### config.mk
export PLATFORM = sky130hd
export DESIGN_NAME = ltr_thermal
export DESIGN_NICKNAME = d
export VERILOG_FILES = /design/src/verilog/ltr_pkg.sv /design/src/verilog/ltr_divider.sv /design/src/verilog/ltr_thermal.sv
export SDC_FILE = /design/constraint.sdc
export NUM_CORES = 2
export LEC_CHECK = 0
export BUFFER_PORTS_ARGS = -buffer_cell sky130_fd_sc_hd__buf_2
export CORE_MARGIN = 2
export CORE_UTILIZATION = 35
export CTS_CLUSTER_SIZE = 14
export DETAILED_ROUTE_END_ITERATION = 7
export GPL_TIMING_DRIVEN = 1
export HOLD_SLACK_MARGIN = 0.15
export PLACE_DENSITY = 0.46
export SLEW_MARGIN = 0
export SYNTH_ARGS = -nofsm -noshare
export SYNTH_HDL_FRONTEND = slang
export SYNTH_SLANG_ARGS = --single-unit
### constraint.sdc
create_clock -name pclk -period 33.1 [get_ports pclk]
set_input_delay 1.655 -clock pclk [delete_from_list [all_inputs] [get_ports pclk]]
set_output_delay 1.655 -clock pclk [all_outputs]
set_load 0.02 [all_outputs]
### src/verilog/ltr_pkg.sv
`default_nettype none
package ltr_pkg;
  localparam int unsigned ADDR_W = 8;
  localparam int unsigned CUR_W = 16;
  localparam int unsigned DEG_W = 8;
  localparam int unsigned LVL_W = 32;
  localparam int unsigned TC_W = 24;
  localparam int unsigned TEMP_W = 16;
  localparam int unsigned QFRAC = 16;
  localparam int unsigned RFRAC = 8;
  localparam logic [7:0] PCT_FULL = 8'h64;
  localparam int unsigned SAMPLE_RATE_HZ = 1000;
  // Register byte offsets
  localparam logic [ADDR_W-1:0] OFS_CTRL = 8'h00;
  localparam logic [ADDR_W-1:0] OFS_AMBIENT = 8'h04;
  localparam logic [ADDR_W-1:0] OFS_ALARM = 8'h08;
  localparam logic [ADDR_W-1:0] OFS_TRIP = 8'h0c;
  localparam logic [ADDR_W-1:0] OFS_UNLOCK = 8'h10;
  localparam logic [ADDR_W-1:0] OFS_RATED_CUR = 8'h14;
  localparam logic [ADDR_W-1:0] OFS_RATED_TEMP = 8'h18;
  localparam logic [ADDR_W-1:0] OFS_BASE_TEMP = 8'h1c;
  localparam logic [ADDR_W-1:0] OFS_TIME_CONST = 8'h20;
  localparam logic [ADDR_W-1:0] OFS_STARTUP = 8'h24;
  localparam logic [ADDR_W-1:0] OFS_STATUS = 8'h28;
  localparam logic [ADDR_W-1:0] OFS_LEVEL = 8'h2c;
  // Control field positions
  localparam int unsigned CTRL_MODE_LSB = 0;
  localparam int unsigned CTRL_SENS_BIT = 2;
  localparam int unsigned CTRL_LOAD_BIT = 3;
  // Status field positions
  localparam int unsigned STAT_BUSY_BIT = 0;
  localparam int unsigned STAT_ALARM_BIT = 1;
  localparam int unsigned STAT_TRIP_BIT = 2;
  localparam int unsigned STAT_TEMP_LSB = 16;
  // Operating modes
  localparam logic [1:0] MODE_OFF = 2'h0;
  localparam logic [1:0] MODE_PULSED = 2'h1;
  localparam logic [1:0] MODE_LOCKED = 2'h2;
  // Reset values
  localparam logic [1:0] RST_MODE = MODE_PULSED;
  localparam logic [DEG_W-1:0] RST_AMBIENT = 8'h14;
  localparam logic [DEG_W-1:0] RST_ALARM = 8'h50;
  localparam logic [DEG_W-1:0] RST_TRIP = 8'h64;
  localparam logic [DEG_W-1:0] RST_UNLOCK = 8'h3c;
  localparam logic [CUR_W-1:0] RST_RATED_CUR = 16'h1000;
  localparam logic [DEG_W-1:0] RST_RATED_TEMP = 8'h64;
  localparam logic [DEG_W-1:0] RST_BASE_TEMP = 8'h28;
  localparam logic [TC_W-1:0] RST_TIME_CONST = 24'h0927c0;
  localparam logic [DEG_W-1:0] RST_STARTUP = 8'h00;
  localparam logic [5:0] DIV_STEPS = 6'h20;

  typedef struct packed {
    logic [CUR_W-1:0] phase_a;
    logic [CUR_W-1:0] phase_b;
    logic [CUR_W-1:0] phase_c;
  } ltr_rms_t;

  typedef struct packed {
    logic psel;
    logic penable;
    logic pwrite;
    logic [ADDR_W-1:0] paddr;
    logic [31:0] pwdata;
  } ltr_apb_req_t;
endpackage
`default_nettype wire

### src/verilog/ltr_divider.sv
`default_nettype none
module ltr_divider (
  input wire logic pclk,
  input wire logic presetn,
  input wire logic start,
  input wire logic [31:0] num,
  input wire logic [ltr_pkg::TC_W-1:0] den,
  output logic done,
  output logic [31:0] quot
);
  import ltr_pkg::*;

  logic [TC_W:0] rem_reg, rem_next;
  logic [31:0] quo_reg, quo_next;
  logic [5:0] cnt_reg, cnt_next;
  logic busy_reg, busy_next;
  logic done_reg, done_next;

  ////////////////////////////////////////////////////////////////////////////
  // Restoring division, one quotient bit a cycle; zero divisor gives ones
  always_comb begin
    logic [TC_W:0] trial;
    logic q_bit;
    trial = {rem_reg[TC_W-1:0], quo_reg[31]};
    q_bit = 1'b0;
    rem_next = rem_reg;
    quo_next = quo_reg;
    cnt_next = cnt_reg;
    busy_next = busy_reg;
    done_next = 1'b0;
    if (start) begin
      rem_next = '0;
      quo_next = num;
      cnt_next = DIV_STEPS;
      busy_next = 1'b1;
    end else if (busy_reg) begin
      if (trial >= {1'b0, den}) begin
        rem_next = trial - {1'b0, den};
        q_bit = 1'b1;
      end else begin
        rem_next = trial;
      end
      quo_next = {quo_reg[30:0], q_bit};
      cnt_next = cnt_reg - 6'h01;
      if (cnt_reg == 6'h01) begin
        busy_next = 1'b0;
        done_next = 1'b1;
      end
    end
  end

  // State registers
  always_ff @(posedge pclk or negedge presetn) begin
    if (!presetn) begin
      rem_reg <= '0;
      quo_reg <= '0;
      cnt_reg <= '0;
      busy_reg <= 1'b0;
      done_reg <= 1'b0;
    end else begin
      rem_reg <= rem_next;
      quo_reg <= quo_next;
      cnt_reg <= cnt_next;
      busy_reg <= busy_next;
      done_reg <= done_next;
    end
  end

  assign done = done_reg;
  assign quot = quo_reg;
endmodule // ltr_divider
`default_nettype wire

### src/verilog/ltr_thermal.sv
`default_nettype none
module ltr_thermal (
  input wire logic pclk,
  input wire logic presetn,
  input wire ltr_pkg::ltr_apb_req_t apb_req,
  output logic [31:0] prdata,
  output logic pready,
  output logic pslverr,
  input wire ltr_pkg::ltr_rms_t rms_in,
  input wire logic sample_tick,
  input wire logic [ltr_pkg::DEG_W-1:0] ambient_sensor,
  output logic alarm_out,
  output logic trip_out,
  output logic [ltr_pkg::TEMP_W-1:0] temperature_out
);
  import ltr_pkg::*;

  typedef enum logic [2:0] {
    ST_IDLE, ST_LOAD, ST_RATIO, ST_STEP, ST_DECIDE
  } ltr_state_t;

  ////////////////////////////////////////////////////////////////////////////
  // Declarations
  logic [1:0] mode_reg, mode_next;
  logic sens_sel_reg, sens_sel_next;
  logic [DEG_W-1:0] ambient_reg, ambient_next;
  logic [DEG_W-1:0] alarm_thr_reg, alarm_thr_next;
  logic [DEG_W-1:0] trip_thr_reg, trip_thr_next;
  logic [DEG_W-1:0] unlock_thr_reg, unlock_thr_next;
  logic [CUR_W-1:0] rated_cur_reg, rated_cur_next;
  logic [DEG_W-1:0] rated_temp_reg, rated_temp_next;
  logic [DEG_W-1:0] base_temp_reg, base_temp_next;
  logic [TC_W-1:0] time_const_reg, time_const_next;
  logic [DEG_W-1:0] startup_reg, startup_next;
  logic load_req;
  logic [31:0] prdata_reg, prdata_next;
  logic pready_reg, pready_next;
  logic pslverr_reg, pslverr_next;

  ltr_state_t state_reg, state_next;
  logic load_pend_reg, load_pend_next;
  logic [LVL_W-1:0] level_reg, level_next;
  logic [LVL_W-1:0] ratio_reg, ratio_next;
  logic up_reg, up_next;
  logic div_start_reg, div_start_next;
  logic [31:0] div_num_reg, div_num_next;
  logic [TC_W-1:0] div_den_reg, div_den_next;
  logic above_prev_reg, above_prev_next;
  logic alarm_reg, alarm_next;
  logic trip_reg, trip_next;
  logic [TEMP_W-1:0] temp_reg, temp_next;
  logic div_done;
  logic [31:0] div_quot;

  ////////////////////////////////////////////////////////////////////////////
  // APB slave: decode in setup, answer with pready in the access cycle
  always_comb begin
    logic setup;
    logic wr;
    logic hit;
    logic [31:0] rd;
    setup = apb_req.psel & ~apb_req.penable;
    wr = apb_req.psel & apb_req.penable & pready_reg & apb_req.pwrite;
    hit = 1'b1;
    rd = '0;
    mode_next = mode_reg;
    sens_sel_next = sens_sel_reg;
    ambient_next = ambient_reg;
    alarm_thr_next = alarm_thr_reg;
    trip_thr_next = trip_thr_reg;
    unlock_thr_next = unlock_thr_reg;
    rated_cur_next = rated_cur_reg;
    rated_temp_next = rated_temp_reg;
    base_temp_next = base_temp_reg;
    time_const_next = time_const_reg;
    startup_next = startup_reg;
    load_req = 1'b0;
    case (apb_req.paddr)
      OFS_CTRL: begin
        rd[CTRL_MODE_LSB +: 2] = mode_reg;
        rd[CTRL_SENS_BIT] = sens_sel_reg;
        if (wr) begin
          mode_next = apb_req.pwdata[CTRL_MODE_LSB +: 2];
          sens_sel_next = apb_req.pwdata[CTRL_SENS_BIT];
          load_req = apb_req.pwdata[CTRL_LOAD_BIT];
        end
      end
      OFS_AMBIENT: begin
        rd[DEG_W-1:0] = ambient_reg;
        if (wr) ambient_next = apb_req.pwdata[DEG_W-1:0];
      end
      OFS_ALARM: begin
        rd[DEG_W-1:0] = alarm_thr_reg;
        if (wr) alarm_thr_next = apb_req.pwdata[DEG_W-1:0];
      end
      OFS_TRIP: begin
        rd[DEG_W-1:0] = trip_thr_reg;
        if (wr) trip_thr_next = apb_req.pwdata[DEG_W-1:0];
      end
      OFS_UNLOCK: begin
        rd[DEG_W-1:0] = unlock_thr_reg;
        if (wr) unlock_thr_next = apb_req.pwdata[DEG_W-1:0];
      end
      OFS_RATED_CUR: begin
        rd[CUR_W-1:0] = rated_cur_reg;
        if (wr) rated_cur_next = apb_req.pwdata[CUR_W-1:0];
      end
      OFS_RATED_TEMP: begin
        rd[DEG_W-1:0] = rated_temp_reg;
        if (wr) rated_temp_next = apb_req.pwdata[DEG_W-1:0];
      end
      OFS_BASE_TEMP: begin
        rd[DEG_W-1:0] = base_temp_reg;
        if (wr) base_temp_next = apb_req.pwdata[DEG_W-1:0];
      end
      OFS_TIME_CONST: begin
        rd[TC_W-1:0] = time_const_reg;
        if (wr) time_const_next = apb_req.pwdata[TC_W-1:0];
      end
      OFS_STARTUP: begin
        rd[DEG_W-1:0] = startup_reg;
        if (wr) startup_next = apb_req.pwdata[DEG_W-1:0];
      end
      OFS_STATUS: begin
        rd[STAT_BUSY_BIT] = (state_reg != ST_IDLE);
        rd[STAT_ALARM_BIT] = alarm_reg;
        rd[STAT_TRIP_BIT] = trip_reg;
        rd[STAT_TEMP_LSB +: TEMP_W] = temp_reg;
      end
      OFS_LEVEL: rd = level_reg;
      default: hit = 1'b0;
    endcase
    pready_next = setup;
    pslverr_next = setup & ~hit;
    prdata_next = setup ? rd : prdata_reg;
  end

  // Configuration and bus answer registers
  always_ff @(posedge pclk or negedge presetn) begin
    if (!presetn) begin
      mode_reg <= RST_MODE;
      sens_sel_reg <= 1'b0;
      ambient_reg <= RST_AMBIENT;
      alarm_thr_reg <= RST_ALARM;
      trip_thr_reg <= RST_TRIP;
      unlock_thr_reg <= RST_UNLOCK;
      rated_cur_reg <= RST_RATED_CUR;
      rated_temp_reg <= RST_RATED_TEMP;
      base_temp_reg <= RST_BASE_TEMP;
      time_const_reg <= RST_TIME_CONST;
      startup_reg <= RST_STARTUP;
      prdata_reg <= '0;
      pready_reg <= 1'b0;
      pslverr_reg <= 1'b0;
    end else begin
      mode_reg <= mode_next;
      sens_sel_reg <= sens_sel_next;
      ambient_reg <= ambient_next;
      alarm_thr_reg <= alarm_thr_next;
      trip_thr_reg <= trip_thr_next;
      unlock_thr_reg <= unlock_thr_next;
      rated_cur_reg <= rated_cur_next;
      rated_temp_reg <= rated_temp_next;
      base_temp_reg <= base_temp_next;
      time_const_reg <= time_const_next;
      startup_reg <= startup_next;
      prdata_reg <= prdata_next;
      pready_reg <= pready_next;
      pslverr_reg <= pslverr_next;
    end
  end

  ////////////////////////////////////////////////////////////////////////////
  // Shared sequential divider for startup, ratio and step
  ltr_divider u_div (
    .pclk(pclk),
    .presetn(presetn),
    .start(div_start_reg),
    .num(div_num_reg),
    .den(div_den_reg),
    .done(div_done),
    .quot(div_quot)
  );

  ////////////////////////////////////////////////////////////////////////////
  // Thermal model sequence and decision
  always_comb begin
    logic [CUR_W-1:0] imax;
    logic [CUR_W-1:0] q;
    logic [LVL_W-1:0] ratio;
    logic [DEG_W-1:0] rise_n;
    logic [39:0] prod;
    logic [TEMP_W-1:0] rise;
    logic [DEG_W-1:0] amb;
    logic [TEMP_W:0] sum;
    logic [TEMP_W-1:0] total;
    logic above;
    imax = rms_in.phase_a;
    if (rms_in.phase_b > imax) imax = rms_in.phase_b;
    if (rms_in.phase_c > imax) imax = rms_in.phase_c;
    q = (div_quot[31:CUR_W] != '0) ? '1 : div_quot[CUR_W-1:0];
    ratio = LVL_W'(q) * LVL_W'(q);
    rise_n = (rated_temp_reg > base_temp_reg) ?
             (rated_temp_reg - base_temp_reg) : '0;
    prod = 40'(level_reg) * 40'(rise_n);
    rise = (prod[39:32] != '0) ? '1 : prod[31:QFRAC];
    amb = sens_sel_reg ? ambient_sensor : ambient_reg;
    sum = (TEMP_W+1)'(rise) + (TEMP_W+1)'(amb);
    total = sum[TEMP_W] ? '1 : sum[TEMP_W-1:0];
    above = total > TEMP_W'(trip_thr_reg);
    state_next = state_reg;
    load_pend_next = load_pend_reg | load_req;
    level_next = level_reg;
    ratio_next = ratio_reg;
    up_next = up_reg;
    div_start_next = 1'b0;
    div_num_next = div_num_reg;
    div_den_next = div_den_reg;
    above_prev_next = above_prev_reg;
    alarm_next = alarm_reg;
    trip_next = (mode_reg == MODE_LOCKED) ? trip_reg : 1'b0;
    temp_next = temp_reg;
    case (state_reg)
      ST_IDLE: begin
        if (load_pend_reg) begin
          // Startup percentage to Q16.16 level
          load_pend_next = load_req;
          div_num_next = {8'h00, startup_reg, 16'h0000};
          div_den_next = TC_W'(PCT_FULL);
          div_start_next = 1'b1;
          state_next = ST_LOAD;
        end else if (sample_tick) begin
          // Current ratio in Q8.8 from the largest phase
          div_num_next = {8'h00, imax, 8'h00};
          div_den_next = TC_W'(rated_cur_reg);
          div_start_next = 1'b1;
          state_next = ST_RATIO;
        end
      end
      ST_LOAD: begin
        if (div_done) begin
          level_next = div_quot;
          state_next = ST_DECIDE;
        end
      end
      ST_RATIO: begin
        if (div_done) begin
          ratio_next = ratio;
          up_next = ratio >= level_reg;
          div_num_next = (ratio >= level_reg) ? (ratio - level_reg) :
                         (level_reg - ratio);
          div_den_next = time_const_reg;
          div_start_next = 1'b1;
          state_next = ST_STEP;
        end
      end
      ST_STEP: begin
        if (div_done) begin
          // Move toward the squared ratio by diff/T, never past it
          if (div_quot >= (up_reg ? (ratio_reg - level_reg) :
                                    (level_reg - ratio_reg))) begin
            level_next = ratio_reg;
          end else begin
            level_next = up_reg ? (level_reg + div_quot) :
                         (level_reg - div_quot);
          end
          state_next = ST_DECIDE;
        end
      end
      ST_DECIDE: begin
        temp_next = total;
        above_prev_next = above;
        alarm_next = total > TEMP_W'(alarm_thr_reg);
        case (mode_reg)
          MODE_PULSED: trip_next = above & ~above_prev_reg;
          MODE_LOCKED: begin
            if (above) trip_next = 1'b1;
            else if (total < TEMP_W'(unlock_thr_reg)) trip_next = 1'b0;
            else trip_next = trip_reg;
          end
          default: trip_next = 1'b0;
        endcase
        state_next = ST_IDLE;
      end
      default: state_next = ST_IDLE;
    endcase
    if (mode_reg == MODE_OFF) begin
      alarm_next = 1'b0;
      trip_next = 1'b0;
    end
  end

  // Model state registers; reset requests a startup load
  always_ff @(posedge pclk or negedge presetn) begin
    if (!presetn) begin
      state_reg <= ST_IDLE;
      load_pend_reg <= 1'b1;
      level_reg <= '0;
      ratio_reg <= '0;
      up_reg <= 1'b0;
      div_start_reg <= 1'b0;
      div_num_reg <= '0;
      div_den_reg <= '0;
      above_prev_reg <= 1'b0;
      alarm_reg <= 1'b0;
      trip_reg <= 1'b0;
      temp_reg <= '0;
    end else begin
      state_reg <= state_next;
      load_pend_reg <= load_pend_next;
      level_reg <= level_next;
      ratio_reg <= ratio_next;
      up_reg <= up_next;
      div_start_reg <= div_start_next;
      div_num_reg <= div_num_next;
      div_den_reg <= div_den_next;
      above_prev_reg <= above_prev_next;
      alarm_reg <= alarm_next;
      trip_reg <= trip_next;
      temp_reg <= temp_next;
    end
  end

  assign prdata = prdata_reg;
  assign pready = pready_reg;
  assign pslverr = pslverr_reg;
  assign alarm_out = alarm_reg;
  assign trip_out = trip_reg;
  assign temperature_out = temp_reg;
endmodule // ltr_thermal
`default_nettype wire

# --- Word-level counts from Yosys, hierarchy flattened ---
# Cells that the tools add are included.
word_totals:
  out_inout_bits: 52
  elab_cells: 177
  regBits: 342
  in_bits: 102
classes:
  n_lt_le_gt_ge: 9
  n_addsub: 10
  mux: 63
  bitwise: 10
  n_eq_ne: 25
  n_reduce_logical: 27
  mul: 2
op_table:
  columns: ["op", "n"]
  rows:
  - ["2-to-1 mux 32 bit", 11]
  - ["subtractor 32 bit", 5]
  - ["2-to-1 mux 24 bit", 6]
  - ["case mux 32 bit (2 select lines)", 2]
  - ["2-to-1 mux 16 bit", 5]
  - ["greater-or-equal comparator 32 bit", 2]
  - ["case mux 5 bit (10 select lines)", 1]
  - ["case mux 24 bit (2 select lines)", 1]
  - ["case mux 8 bit (3 select lines)", 2]
  - ["multiplier 32 x 8 -> 40 bit", 1]
  - ["case mux 3 bit (12 select lines)", 1]
  - ["adder 32 bit", 1]
  - ["equality test 8 x 5 -> 1 bit (second input constant)", 4]
  - ["equality test 8 x 6 -> 1 bit (second input constant)", 4]
  - ["> comparator 16 bit", 2]
  - ["> comparator 16 x 8 -> 1 bit", 2]
  - ["multiplier 16 x 16 -> 32 bit", 1]
  - ["greater-or-equal comparator 25 x 24 -> 1 bit", 1]
  - ["AND reduction 2 bit", 12]
  - ["subtractor 24 bit", 1]
  - ["2-to-1 mux 1 bit", 22]
  - ["adder 16 x 8 -> 17 bit", 1]
  - ["equality test 8 x 4 -> 1 bit (second input constant)", 2]
  - ["less-than comparator 16 x 8 -> 1 bit", 1]
  - ["other kinds (33)", 55]

# --- Logic depth before layout (Yosys ltp) ---
depth:
  ltp_word: 13
  ltp_mapped: 52
  ltp_nobuf: 49

# --- Hierarchy ---
# A second synthesis with hierarchy kept.
unflattened:
  cells_unflattened: 5132
  hier_area_um2: 43425.4
modules_own_cells:
  columns: ["module", "cells_per_inst", "seq_area_each_um2", "area_each_um2", "instances"]
  rows:
  - ["ltr_thermal", 4628, 6965.4, 38977.4, 1]
  - ["ltr_divider", 504, 1601.5, 4448.0, 1]

# --- Worst setup path before layout ---
# No wires, ideal clock.
synth_timing:
  path_type: "reg2reg"
  from: "register u_div.quo_reg[25] (netlist: u_div.quot[25])"
  to: "register div_num_reg[21]"
  path_slack_ps: 22283
  setup_time_ps: 69
  arrival_ps: 10748
  t_required_ps: 33031
  synth_period_minus_slack_ps: 10817
  path_buffers: 4
  stages_incl_launch_ff: 45
  cell_sequence: "dfrtp_1 > nor3_1 > nand2_1 > nor4_1 > nand3_1 > clkbuf_1 > buf_1 > a21oi_1 > inv_1 > fa_1 > inv_1 > fa_1 > inv_1 > fa_1 > inv_1 > fa_1 > inv_1 > fa_1 > (+9 left out) > a211oi_1 > o41ai_1 > nand2b_1 > a21oi_1 > xor2_1 > inv_1 > ha_1 > a21o_1 > a21o_1 > a21oi_1 > and3_1 > o2111ai_1 > a31oi_1 > clkbuf_1 > clkbuf_1 > o311ai_0 > a211o_1 > nand3_1"
synth_between:
  elab_chain_len: 7
  elab_cells_between_ends: 9
  cone_classes: "2 x add/sub; 1 x mul; 1 x order compare; 4 x mux; 1 x reduce/logical"
synth_lines:
  columns: ["item", "line", "text"]
  rows:
  - ["start, declared", "ltr_divider.sv:14", "logic [31:0] quo_reg, quo_next;"]
  - ["start signal, assigned", "ltr_divider.sv:62", "quo_reg <= quo_next;"]
  - ["nonzero test 16 bit *", "ltr_thermal.sv:201", "q = (div_quot[31:CUR_W] != '0) ? '1 : div_quot[CUR_W-1:0];"]
  - ["2-to-1 mux 16 bit *", "ltr_thermal.sv:201", null]
  - ["multiplier 16 x 16 -> 32 bit *", "ltr_thermal.sv:202", "ratio = LVL_W'(q) * LVL_W'(q);"]
  - ["subtractor 32 bit, or another cell as far along", "ltr_thermal.sv:251", "(level_reg - ratio);"]
  - ["2-to-1 mux 32 bit *", "ltr_thermal.sv:250", "div_num_next = (ratio >= level_reg) ? (ratio - level_reg) :"]
  - ["2-to-1 mux 32 bit *", "ltr_thermal.sv:247", "if (div_done) begin"]
  - ["case mux 32 bit (2 select lines) *", "ltr_thermal.sv:223", "case (state_reg)"]
  - ["end signal, assigned", "ltr_thermal.sv:315", "div_num_reg <= div_num_next;"]
  - ["end, declared", "ltr_thermal.sv:46", "logic [31:0] div_num_reg, div_num_next;"]
# Every way passes the cells marked *; elsewhere a longest branch is shown, timed or not. The select of a mux whose other input is x is not followed.
# A chain may end at the register's enable or synchronous reset.

# --- Worst setup path in the final report ---
layout_timing:
  from: "register u_div.quo_reg[25] (netlist: u_div.quot[25])"
  to: "register div_num_reg[30]"
# Same word-level chain as after synthesis.

==> results.cfg <==
[outcome]
status = finished, final reports clean

[detailed_routing]
drc = 0
drt-initial-drc-count = 2565
vias = 36900
dr.pass1.iters = 6
wl_microns = 148000
drtAntennaViolNets = 0
vias_per_cell = 5.51
wl_per_cell_microns = 22.2

[worst_setup_path]
worstSetupEndpointType = flip-flop
cp_slowest_stage_delay_ns = 0.78
crit_path_start_kind = flip-flop
critPathRequiredTime_ns = 33.59
timing.rr.start = u_div.quot[25]
reg2reg_to = div_num_reg[30]
cp_slowest_cell = nor4bb_1
cp_common_cell = inv_1
reg2reg_setup_slack_ns = 19.16
crit_fanout = 55
critical_path_class = flip-flop to flip-flop
critPathArrivalTime_ns = 14.43
reg2regPathDepth = 43

[cts]
cts_resized = 0
cts_tree = done
post_cts_buffers = 0
numCtsBuffers = 43
cts.sinks = 341
insertion_delay_ns = 0.62
clk_pin_slew_ns = 0.07
clk_path_buf_depth = 3
cts_max_level = 2
cts_root_buffer = clkbuf_16
cts_hold_buf = 0

[min_path]
min_from = prdata[3]
holdPathEnd = prdata[3]
hold_depth = 1
hold_path_class = flip-flop to flip-flop

[finish]
layout_commonest_cell = inv_1
drive_gt1_frac = 0.0971
fillCellCount = 12600
antenna_cells = 0
final_cell_mix = inv_1, ha_1, nand2_1, fa_1, a21oi_1
nets = 5924
synthToLayoutAreaGrowth_pct = 9.47

[timing]
timing.fmax_mhz = 71.7
tightestPinTransition_ns = 1.07
slew_violations = 0
final_hold_viol_count = 0
fin_setup_tns_ns = 0
setup_violations = 0
finalClockSkew_ns = 0.0335
slew_headroom = 0.287
finalCriticalPeriod_ns = 13.94
rsz0062_at_grt = no
min_period_over_period = 0.421

[global_route]
grt_max_degree = 196
grt_pass1_wl_microns = 229000
grt_usage = 0.235
first_global_vias = 36600
antenna_found_initial = 2
overflow = 0

[synth]
synth_edf_count = 0
yosys_warnings = 0
ys_types = 90
async_flop_share = 1.00
yosysSeqAreaShare = 0.199
syn_inst = 5020
yosysTopAreaCell = dfrtp_1
ys_dominant_reg_cell = dfrtp_1
synth_seq_cells = 341
syn_avg_cell_area_sq_um = 8.56
synthTopCellsByArea = dfrtp_1, fa_1, ha_1
syn_nets = 5910
netlist.area_leader.share = 0.183
synth_area_sq_um = 43000

[floorplanning]
ios = 154
start_util = 0.353
fp.dieH_microns = 354
num_rows = 128
core-area_sq_um = 122000
die_w_microns = 354
dieArea_sq_um = 126000

[placed_design]
post-dp-hpwl_microns = 118000
gp_congestion = 0.914
io_buffer_count = 145

[flow_run]
maxCapViolations = 0
## how the worst max path moves through the flow
stage | from | to
final | u_div.quot[25] | div_num_reg[30]
after global routing | u_div.quot[25] | div_num_reg[30]
after global placement | u_div.quot[25] | div_num_reg[30]
after CTS | u_div.quot[25] | div_num_reg[30]
after detailed placement | u_div.quot[25] | div_num_reg[30]
after floorplan | u_div.quot[25] | div_num_reg[21]
## cell families after synthesis
family | share of synthesized area
fa+ha+maj | 0.290
mux | 0.0531
xor+xnor | 0.0371
buf+inv | 0.0780
compound gates | 0.203
simple gates | 0.140
flops | 0.199
## worst max-delay path: cells and delay by family (launching register included)
family,cells,cell delay (ns)
flip-flops,1,0.49
AO/OA/AOI/OAI,13,3.82
adder cells (fa/ha/maj),8,3.78
XOR/XNOR,1,0.33
AND/OR/NAND/NOR,11,3.66
buffers and inverters,10,1.65
## metrics by stage
stage	instance area (sq um)	worst slack (ns)	utilization	std cells	hold WS [ns]
2_1_floorplan	43000	22.28	-	5020	0.449
3_3_place_gp	45500	19.41	0.374	6614	0.454
3_5_place_dp	45500	19.36	0.374	6614	0.460
4_1_cts	47100	19.28	0.386	6694	0.474
5_1_grt	47100	18.33	0.386	6694	0.495
6_report	47100	19.16	0.386	6694	0.472
## metal layers
layer  share of wire  up-vias  wire [microns]  GRT usage
met5         0.00011        -              17          0
met4           0.017        4            2470     0.0413
met3           0.046      126            6790     0.0243
met2            0.46      878           68500      0.382
met1            0.48    18400           70600      0.340
li1                -    17500               -          -
## layout make-up
| class | instances | area, sq um | area share |
|---|---|---|---|
| multi-input cells | 3789 | 31200 | 0.664 |
| flip-flops and latches | 341 | 8580 | 0.182 |
| inverters | 644 | 2420 | 0.0514 |
| well taps | 1625 | 2030 | 0.0432 |
| repair buffers | 215 | 1270 | 0.0271 |
| clock buffers | 57 | 1170 | 0.0248 |
| clock inverters | 23 | 359 | 0.00763 |
## cells in the mapped netlist (27+ instances only)
cell      instances
inv_1           620
ha_1            441
nand2_1         364
fa_1            347
a21oi_1         332
o21ai_0         316
dfrtp_1         314
nor2_1          298
nor3_1          249
clkbuf_1        218
a21o_1          194
mux2_2          121
xnor2_1         106
mux2i_1          92
xor2_1           76
and3_1           59
nand3_1          56
nand4_1          49
a211oi_1         48
nand2b_1         46
o21bai_1         43
o31ai_1          43
o211ai_1         42
a31oi_1          38
o221ai_1         38
o21a_1           35
nor2b_1          32
dfstp_2          27
Power is not shown: default switching activity piles up to over one toggle a cycle in this logic, so the estimate is an artifact.
